$ cat src/common/csil_pkg.sv
// Shared constants for the core sense and inhibit loop.
`default_nettype none
package csil_pkg;
    // Number of 8K increments that share the select lines.
    localparam int CSIL_NUM_INCR = 4;
    // Number of half stacks (A and B) inside one increment.
    localparam int CSIL_NUM_HALF = 2;
    // Width of the memory data word.
    localparam int CSIL_DATA_W = 16;
    // Width of one byte group, which shares a strobe and an inhibit pulse.
    localparam int CSIL_BYTE_W = 8;
    // Index of the low byte group and of the high byte group.
    localparam int CSIL_LOW_GRP = 0;
    localparam int CSIL_HIGH_GRP = 1;
    // Value of every control flip-flop after reset.
    localparam logic CSIL_RST_BIT = 1'h0;
    // Level driven onto a wire-OR bit line while the output is enabled.
    localparam logic CSIL_PULL_LOW = 1'h0;
    // Cycles from an input edge to the derived strobe or pulse.
    localparam int CSIL_STROBE_LAT = 1;
    // Cycles from an input edge to a bit line or inhibit output.
    localparam int CSIL_BIT_LAT = 2;
endpackage
`default_nettype wire

$ cat src/design/csil_byte_slice.sv
// One byte group of sense latches and inhibit drivers.
`timescale 1ns/1ps
`default_nettype none
module csil_byte_slice #(
    parameter int WIDTH = csil_pkg::CSIL_BYTE_W
) (
    input wire logic clk_sys,
    input wire logic sys_rst,
    input wire logic strobe,
    input wire logic pulse,
    input wire logic [WIDTH-1:0] sense_one,
    input wire logic [WIDTH-1:0] line_n_i,
    output logic [WIDTH-1:0] line_oe,
    output logic [WIDTH-1:0] read_one,
    output logic [WIDTH-1:0] inhibit
);
    import csil_pkg::*;

    // A strobed one pulls the shared data bit line low.
    logic [WIDTH-1:0] next_line_oe;
    // A bit that read one this cycle is marked, and keeps the mark only while the pulse is on.
    logic [WIDTH-1:0] next_read_one;
    // Inhibit fires only for a zero on the line during the pulse.
    logic [WIDTH-1:0] next_inhibit;
    // Set for the latched marker wins over its clear.
    logic [WIDTH-1:0] set_one;

    assign set_one = strobe ? sense_one : '0;
    assign next_line_oe = set_one;
    assign next_read_one = set_one | (pulse ? read_one : '0);
    // A zero level on the line ANDed with the pulse turns inhibit on; a read
    // one keeps it off even if the register has not settled the line yet.
    assign next_inhibit = pulse ? (line_n_i & ~read_one) : '0;

    // The latches are plain registers so every output comes from a flop.
    always_ff @(posedge clk_sys or posedge sys_rst) begin
        if (sys_rst) begin
            line_oe <= '0;
            read_one <= '0;
            inhibit <= '0;
        end else begin
            line_oe <= next_line_oe;
            read_one <= next_read_one;
            inhibit <= next_inhibit;
        end
    end
endmodule
`default_nettype wire

$ cat src/design/csil_top.sv
// Sense and inhibit control loop for one 4K half stack of a 16-bit word.
`timescale 1ns/1ps
`default_nettype none
module csil_top #(
    // Which increment select line addresses this increment.
    parameter int INCR_INDEX = 0,
    // Which half stack this instance serves: 0 for A, 1 for B.
    parameter int HALF_INDEX = 0
) (
    input wire logic clk_sys,
    input wire logic sys_rst,
    input wire logic [csil_pkg::CSIL_NUM_INCR-1:0] increment_select_n,
    input wire logic [csil_pkg::CSIL_NUM_HALF-1:0] half_stack_enable,
    input wire logic sense_strobe_in_n,
    input wire logic inhibit_timing_in_n,
    input wire logic write_cycle_flag,
    input wire logic [csil_pkg::CSIL_DATA_W-1:0] sense_line_pair,
    input wire logic [csil_pkg::CSIL_DATA_W-1:0] data_bit_line_n_i,
    output logic [csil_pkg::CSIL_DATA_W-1:0] data_bit_line_n_o,
    output logic [csil_pkg::CSIL_DATA_W-1:0] data_bit_line_n_oe,
    output logic sense_strobe_low_byte,
    output logic sense_strobe_high_byte,
    output logic inhibit_pulse_low_byte,
    output logic inhibit_pulse_high_byte,
    output logic [csil_pkg::CSIL_DATA_W-1:0] inhibit_current_out
);
    import csil_pkg::*;

    // True when exactly one bit of the vector is set.
    function automatic logic one_hot(input logic [CSIL_NUM_INCR-1:0] v);
        logic [CSIL_NUM_INCR-1:0] low;
        low = v & (v - 1'b1);
        return (v != '0) && (low == '0);
    endfunction

    // Asserted select lines, turned active high for decoding.
    wire [CSIL_NUM_INCR-1:0] incr_active = ~increment_select_n;
    // This increment is addressed only by a clean one-hot select.
    wire incr_sel = one_hot(incr_active) && incr_active[INCR_INDEX];
    // Within the increment, only the own half stack may run.
    wire half_sel = half_stack_enable[HALF_INDEX];
    // The whole stack is idle unless both selects agree.
    wire stack_sel = incr_sel && half_sel;
    // The controller already holds the strobe off in a write cycle, so
    // no extra gating on write_cycle_flag is needed here.
    wire next_strobe = stack_sel && !sense_strobe_in_n;
    // Inhibit timing is the write sink strobe, so it lines up with the
    // write current; we only gate it with the selection.
    wire next_pulse = stack_sel && !inhibit_timing_in_n;

    // Per-group strobe and pulse fan out to the two byte slices.
    logic [1:0] grp_strobe;
    logic [1:0] grp_pulse;
    assign grp_strobe = {sense_strobe_high_byte, sense_strobe_low_byte};
    assign grp_pulse = {inhibit_pulse_high_byte, inhibit_pulse_low_byte};

    // Latched read-one markers from both slices.
    logic [CSIL_DATA_W-1:0] read_one;

    // Two strobes and two pulses are kept as separate flops so that each
    // byte group can be loaded by its own driver, as on the card.
    always_ff @(posedge clk_sys or posedge sys_rst) begin
        if (sys_rst) begin
            sense_strobe_low_byte <= CSIL_RST_BIT;
            sense_strobe_high_byte <= CSIL_RST_BIT;
            inhibit_pulse_low_byte <= CSIL_RST_BIT;
            inhibit_pulse_high_byte <= CSIL_RST_BIT;
        end else begin
            sense_strobe_low_byte <= next_strobe;
            sense_strobe_high_byte <= next_strobe;
            inhibit_pulse_low_byte <= next_pulse;
            inhibit_pulse_high_byte <= next_pulse;
        end
    end

    // The open-collector lines only ever pull low; the level register is
    // constant so the output still comes from a flop.
    always_ff @(posedge clk_sys or posedge sys_rst) begin
        if (sys_rst) begin
            data_bit_line_n_o <= '0;
        end else begin
            data_bit_line_n_o <= {CSIL_DATA_W{CSIL_PULL_LOW}};
        end
    end

    // Both byte groups use the same slice; only the strobe and pulse
    // differ between them.
    for (genvar g = 0; g < 2; g++) begin : g_grp
        csil_byte_slice #(
            .WIDTH(CSIL_BYTE_W)
        ) u_slice (
            .clk_sys(clk_sys),
            .sys_rst(sys_rst),
            .strobe(grp_strobe[g]),
            .pulse(grp_pulse[g]),
            .sense_one(sense_line_pair[g*CSIL_BYTE_W +: CSIL_BYTE_W]),
            .line_n_i(data_bit_line_n_i[g*CSIL_BYTE_W +: CSIL_BYTE_W]),
            .line_oe(data_bit_line_n_oe[g*CSIL_BYTE_W +: CSIL_BYTE_W]),
            .read_one(read_one[g*CSIL_BYTE_W +: CSIL_BYTE_W]),
            .inhibit(inhibit_current_out[g*CSIL_BYTE_W +: CSIL_BYTE_W])
        );
    end
endmodule
`default_nettype wire

$ cat config.mk
export PLATFORM = sky130hd
export DESIGN_NAME = csil_top
export DESIGN_NICKNAME = d
export VERILOG_FILES = /design/src/common/csil_pkg.sv /design/src/design/csil_byte_slice.sv /design/src/design/csil_top.sv
export SDC_FILE = /design/constraint.sdc
export NUM_CORES = 1
export LEC_CHECK = 0
export ABC_AREA = 1
export BUFFER_PORTS_ARGS = -buffer_cell sky130_fd_sc_hd__buf_2
export CORE_AREA = 10 10 79 81
export CTS_CLUSTER_DIAMETER = 200
export DETAILED_ROUTE_END_ITERATION = 8
export DIE_AREA = 0 0 89 91
export PLACE_DENSITY = 0.73
export SLEW_MARGIN = 20
export SYNTH_ARGS = -nofsm -noshare
export SYNTH_HDL_FRONTEND = slang
export SYNTH_SLANG_ARGS = --single-unit
$ cat constraint.sdc
create_clock -name clk_sys -period 1.7 [get_ports clk_sys]
set_clock_uncertainty 0.2 [all_clocks]
set_input_delay 0.34 -clock clk_sys [delete_from_list [all_inputs] [get_ports clk_sys]]
set_output_delay 0.34 -clock clk_sys [all_outputs]
set_load 0.02 [all_outputs]
==> results.json, run 1 <==
{
  "run_status": "finished clean",
  "routed_via_density": 4.067,
  "grt.total_usage_pct": 10.06,
  "drive_gt1_share_pct": 34.62,
  "hold_violations": 0,
  "critPathCaptureType": "output pin",
  "leakagePower_nw": 1.584,
  "instances_no_fill": 314,
  "clk_path_buf_depth": 2,
  "synth_seq_cells": 50,
  "path_class": "flop to output pin",
  "clkTransAtPathRegs_ns": 0.09,
  "peakVddDrop_uv": 397.3,
  "gp_congestion": 0.6902,
  "portBuffers": 76,
  "drv_cap": 0,
  "route.detailed.drc": 0,
  "grt_pass1_wl_mm": 6.423,
  "cts_setup_buffers": 0,
  "vias": 1277,
  "antennaDiodeCount": 0,
  "core.rowCount": 25,
  "syn_inst": 176,
  "post_synth_num_cell_types": 10,
  "core_area_mm2": 0.004661,
  "nets": 302,
  "grt_max_degree": 27,
  "crit_family": "flip-flops",
  "final_util_pct": 50.17,
  "dp.cells": 303,
  "cp.buffers_inverters": 1,
  "power.density_mw_per_mm2": 912.7,
  "netlist_area_mm2": 0.001823,
  "antenna_found_initial": 0,
  "dr.pass1.iters": 3,
  "ios": 95,
  "synth_area_per_cell_um2": 10.36,
  "cts_root_buf": "clkbuf_8",
  "p_total_w": 0.002134,
  "initialDrtViolationCount": 15,
  "fin_crit_ns": 1.408,
  "cts.hold.buffers_added": 3,
  "ys_seq_area_share_pct": 68.63,
  "initial_core_util_pct": 39.11,
  "die-area_mm2": 0.008099,
  "start_kind": "flop",
  "cts_buffers": 5,
  "slew_violations": 0,
  "cp.arrival_ns": 0.87,
  "max_freq_ghz": 0.7100,
  "ctsHtreeMaxLevel": 2,
  "setup_viol": 0,
  "cts_sinks": 50,
  "clock_latency_ns": 0.29,
  "slowest_delay_ns": 0.41,
  "holdCritPathClass": "input pin to flop",
  "cts_tree": "built",
  "required_ns": 1.16,
  "critical_path.max_fanout": 4,
  "worst_path_max_delay_cell": "dfrtp_1",
  "drtAntennaViolNets": 0,
  "dp_hpwl_mm": 3.104,
  "drt-total-wl_mm": 4.029,
  "wire_per_inst_um": 12.83,
  "first_global_vias": 1436,
  "die_w_um": 89,
  "yosys_warnings": 0,
  "fin_setup_tns_ns": 0,
  "grt_setup_unrepaired": "false",
  "ctsResizeCount": 0,
  "path_cells": "buf_2",
  "overflow": 0,
  "die_h_um": 91,
  "finalCritPeriodShare_pct": 82.85,
  "area_growth_pct": 28.28
}
cell usage after synthesis (all sizes together):
cell	count	area share (%)
buf	22	9.7
clkbuf	1	0.27
conb	1	0.21
dfrtp	50	69
inv	18	3.7
nand2	65	13
nand3	1	0.27
nor2	16	3.3
nor3	2	0.55
cell families after synthesis:
logic type             after synthesis  synth area share (%)
AND/OR/NAND/NOR                     84                 17.50
flip-flops                          50                 68.63
other                                1                0.2057
buffers and inverters               41                 13.66
per-stage QoR:
stage	hold WS, ns	instance area, µm²	setup slack [ns]
6_report	0.04984	2338	0.2916
5_1_grt	0.03428	2338	0.2482
4_1_cts	0.03940	2338	0.2669
3_5_place_dp	0.1561	2200	0.6012
3_3_place_gp	0.1484	2200	0.6056
2_1_floorplan	0.1824	1883	0.4254
final cells by class:
class | instances | area [µm²]
multi-input combinational | 100 | 379.1
clock inverter | 3 | 40.04
clock buffer | 5 | 68.82
tap | 54 | 67.56
sequential | 50 | 1251
inverter | 18 | 71.32
timing repair buffer | 84 | 460.4
fill | 433 | 2322
power by group:
group | switching, W | total [W] | internal (W)
registers | 0.00000232 | 0.00120 | 0.00119
clock network | 0.000369 | 0.000802 | 0.000433
logic | 0.0000856 | 0.000135 | 0.0000497
total | 0.000457 | 0.00213 | 0.00168
worst min-delay path: stages:
cell and delay (ns):
buf_2 0.07, nand2_1 0.05, inv_1 0.05
path summary, 6_finish.rpt:
| path | start | end | cells after the start | slack (ns) |
|---|---|---|---|---|
| worst max register to register | sense_strobe_high_byte$_DFF_PP0_ | g_grp[0].u_slice.read_one[0]$_DFF_PP0_ | 3 | 0.63 |
| worst max-delay path | inhibit_pulse_high_byte$_DFF_PP0_ | inhibit_pulse_high_byte | 1 | 0.29 |
| worst min-delay path | sense_line_pair[2] | g_grp[0].u_slice.line_oe[2]$_DFF_PP0_ | 3 | 0.05 |
| min in group asynchronous | sys_rst | g_grp[1].u_slice.inhibit[0]$_DFF_PP0_ | 3 | 0.38 |
| worst min register to register | g_grp[1].u_slice.read_one[1]$_DFF_PP0_ | g_grp[1].u_slice.inhibit[1]$_DFF_PP0_ | 1 | 0.22 |
| max in group asynchronous | sys_rst | g_grp[1].u_slice.inhibit[3]$_DFF_PP0_ | 4 | 0.48 |
state kept, by name, summed over array words and instances (netlist names):
signal and count:
g_grp.u_slice.inhibit 16, g_grp.u_slice.line_oe 16, g_grp.u_slice.read_one 16, inhibit_pulse_high_byte 1, sense_strobe_high_byte 1
per-layer routing:
layer  share of wire, %  wire length [µm]  track usage [%]  vias up
met1                 40              1620            10.66      574
met4               0.89                36            3.979        0
met3                9.3               374            3.575        2
met5                  0                 0                0        -
li1                   -                 -                -      640
met2                 50              1998            17.57       61
cells in the final DEF (no fill, tap or decap), drive strengths merged:
master	n
dfrtp	50
buf	81
clkbuf	5
clkinvlp	1
clkinv	2
bufinv	1
nor3	2
nand2	65
nor2	16
nand3	1
conb	16
dlygate4sd3	3
inv	17
(Power assumes the default switching activity.)
==> inputs of run 2 (changes only) <==
--- a/config.mk
+++ b/config.mk
@@ -5,13 +5,13 @@
 export SDC_FILE = /design/constraint.sdc
 export NUM_CORES = 1
 export LEC_CHECK = 0
-export ABC_AREA = 1
+export ABC_AREA = 0
 export BUFFER_PORTS_ARGS = -buffer_cell sky130_fd_sc_hd__buf_2
-export CORE_AREA = 10 10 79 81
+export CORE_AREA = 10 10 76 78
 export CTS_CLUSTER_DIAMETER = 200
 export DETAILED_ROUTE_END_ITERATION = 8
-export DIE_AREA = 0 0 89 91
-export PLACE_DENSITY = 0.73
+export DIE_AREA = 0 0 86 88
+export PLACE_DENSITY = 0.77
 export SLEW_MARGIN = 20
 export SYNTH_ARGS = -nofsm -noshare
 export SYNTH_HDL_FRONTEND = slang
==> constraint.sdc (replaced) <==
create_clock -name clk_sys -period 1.4 [get_ports clk_sys]
set_clock_uncertainty 0.2 [all_clocks]
set_input_delay 0.28 -clock clk_sys [delete_from_list [all_inputs] [get_ports clk_sys]]
set_output_delay 0.28 -clock clk_sys [all_outputs]
set_load 0.02 [all_outputs]
==> run 2 against run 1 <==
Effect of this change: highest routed layer unchanged; die area is 6.6% lower; synthesized cell count is 28% lower; via count is 11% lower; cell count is 17% lower.
==> results.json, run 2 <==
{
  "gp_congestion": 0.7071,
  "holdCritPathClass": "input pin to flop",
  "path_cells": "buf_6",
  "core.rowCount": 24,
  "clk_path_buf_depth": 2,
  "pre_cts_ws_ns": 0.07009,
  "synthFlopType": "dfrtp_1",
  "drt-total-wl_mm": 3.990,
  "post_synth_num_cell_types": 14,
  "die-area_mm2": 0.007568,
  "area_growth_pct": 27.62,
  "p_total_w": 0.002383,
  "drive_gt1_share_pct": 49.76,
  "cp.buffers_inverters": 1,
  "yosys_warnings": 0,
  "dp_hpwl_mm": 3.030,
  "cp.arrival_ns": 0.90,
  "initialDrtViolationCount": 32,
  "start_kind": "flop",
  "yosysMostFrequentCell": "dfrtp_1",
  "finalCritPeriodShare_pct": 98.29,
  "ctsHtreeMaxLevel": 2,
  "whs_path_depth": 2,
  "grt.total_usage_pct": 10.62,
  "hold_end": "g_grp[0].u_slice.line_oe[4]$_DFF_PP0_",
  "critPathCaptureType": "output pin",
  "drtAntennaViolNets": 0,
  "reg2reg_slack_ns": 0.05,
  "initial_core_util_pct": 43.04,
  "overflow": 0,
  "grt_max_degree": 51,
  "r2r-start": "sense_strobe_high_byte$_DFF_PP0_",
  "route.detailed.drc": 0,
  "vias": 1141,
  "grt_setup_unrepaired": "true",
  "peakVddDrop_uv": 308.0,
  "leakagePower_nw": 1.541,
  "drv_cap": 0,
  "synth_top_cells_by_count": "dfrtp_1, buf_4, a21o_1, and3b_1, and2_4",
  "routed_via_density": 4.372,
  "dpl_cell_area_mm2": 0.002227,
  "setup_viol": 0,
  "netlist_area_mm2": 0.001848,
  "run_status": "finished clean",
  "max_freq_ghz": 0.7267,
  "r2r_end": "g_grp[0].u_slice.read_one[1]$_DFF_PP0_",
  "final_common_cell": "buf_2",
  "fin_crit_ns": 1.376,
  "synth_top_area_share_pct": 67.70,
  "critical_path.max_fanout": 4,
  "dr.pass1.iters": 2,
  "synth_area_per_cell_um2": 14.67,
  "cts_sinks": 50,
  "layout_common_cells": "buf_2, dfrtp_1, a21o_1, and3b_1, conb_1",
  "antenna_found_initial": 0,
  "ios": 95,
  "core_area_mm2": 0.004294,
  "final_area_mm2": 0.002359,
  "clkTransAtPathRegs_ns": 0.08,
  "first_global_vias": 1263,
  "synthTopCellsByArea": "dfrtp_1, and3b_1, buf_4",
  "required_ns": 0.92,
  "nets": 252,
  "worst_path_max_delay_cell": "dfrtp_2",
  "syn_inst": 126,
  "die_w_um": 86,
  "path_class": "flop to output pin",
  "synth_edf_count": 0,
  "r2r_cells": 4,
  "cts_root_buf": "clkbuf_8",
  "portBuffers": 76,
  "fillCellCount": 373,
  "ys_seq_area_share_pct": 67.70,
  "synth_seq_cells": 50,
  "antennaDiodeCount": 0,
  "setup_slack_ns": 0.02393,
  "top_regs": "g_grp.u_slice.inhibit: 16 flops, g_grp.u_slice.line_oe: 16 flops, g_grp.u_slice.read_one: 16 flops",
  "fin_setup_tns_ns": 0,
  "power.density_mw_per_mm2": 1010,
  "final_util_pct": 54.92,
  "cts_tree": "built",
  "slew_violations": 0,
  "clock_latency_ns": 0.29,
  "hold_violations": 0,
  "wire_per_inst_um": 15.29,
  "synthArstFlopShare_pct": 100.0,
  "crit_family": "flip-flops",
  "slowest_delay_ns": 0.45,
  "die_h_um": 88,
  "yosys.area.top_type": "dfrtp_1",
  "hp-start": "sense_line_pair[4]",
  "cts_buffers": 5,
  "grt_pass1_wl_mm": 6.258
}
[run 2: worst max-delay path by stage]
stage,start,to,depth (start not counted)
after floorplan,sense_strobe_high_byte$_DFF_PP0_,g_grp[0].u_slice.read_one[0]$_DFF_PP0_,3
after CTS,sense_strobe_high_byte$_DFF_PP0_,sense_strobe_low_byte,1
after global placement,sense_strobe_high_byte$_DFF_PP0_,g_grp[0].u_slice.read_one[0]$_DFF_PP0_,3
after detailed placement,sense_strobe_high_byte$_DFF_PP0_,g_grp[0].u_slice.read_one[1]$_DFF_PP0_,3
final,sense_strobe_high_byte$_DFF_PP0_,sense_strobe_low_byte,1
after global routing,sense_strobe_high_byte$_DFF_PP0_,sense_strobe_low_byte,1
[run 2: power by group]
| part | internal (W) | total (W) | leakage (nW) | switching (W) |
|---|---|---|---|---|
| registers | 0.00145 | 0.00145 | 0.696 | 0.00000299 |
| logic | 0.0000662 | 0.000168 | 0.807 | 0.000101 |
| clock network | 0.000344 | 0.000761 | 0.0383 | 0.000417 |
| total | 0.00186 | 0.00238 | 1.54 | 0.000521 |
[run 2: area by class of cell]
cell class / count / area, µm² / area share (%)
repair buffers: 83 / 469.2 / 19.89
inverters: 1 / 7.507 / 0.3183
flip-flops and latches: 50 / 1252 / 53.10
clock buffers: 7 / 76.32 / 3.236
multi-input cells: 68 / 488.0 / 20.69
well taps: 52 / 65.06 / 2.759
[run 2: timing repair]
| item | 4_1_cts | 5_1_grt |
|---|---|---|
| endpoints found under the hold margin | 52 | 0 |
| setup buffers | 1 | 0 |
| hold buffers | 3 | 0 |
| setup endpoints to repair | 2 | 4 |
| resized for setup | 1 | 5 |
[run 2: logic make-up (layout without fill, tap and decap cells)]
family,count (synthesis),in the layout,synth area share [%]
AOI/OAI and AO/OA,16,16,6.500
buffers and inverters,23,91,8.937
DFF,50,50,67.70
other,1,16,0.2029
and+or+nand+nor,36,36,16.65
[run 2: stage by stage]
stage,hold WS [ns],cells
2_1_floorplan,0.1224,141
3_3_place_gp,0.1643,250
3_5_place_dp,0.1640,250
4_1_cts,0.005777,261
5_1_grt,0.003540,261
6_report,0.01766,261
[run 2: metal layers]
layer  vias up  wire [µm]  global-route usage (%)
met5         -          0                       0
met4         0         53                   4.042
met3         6        495                   6.407
met2        60       1986                   17.65
met1       531       1454                   10.73
li1        544          -                       -
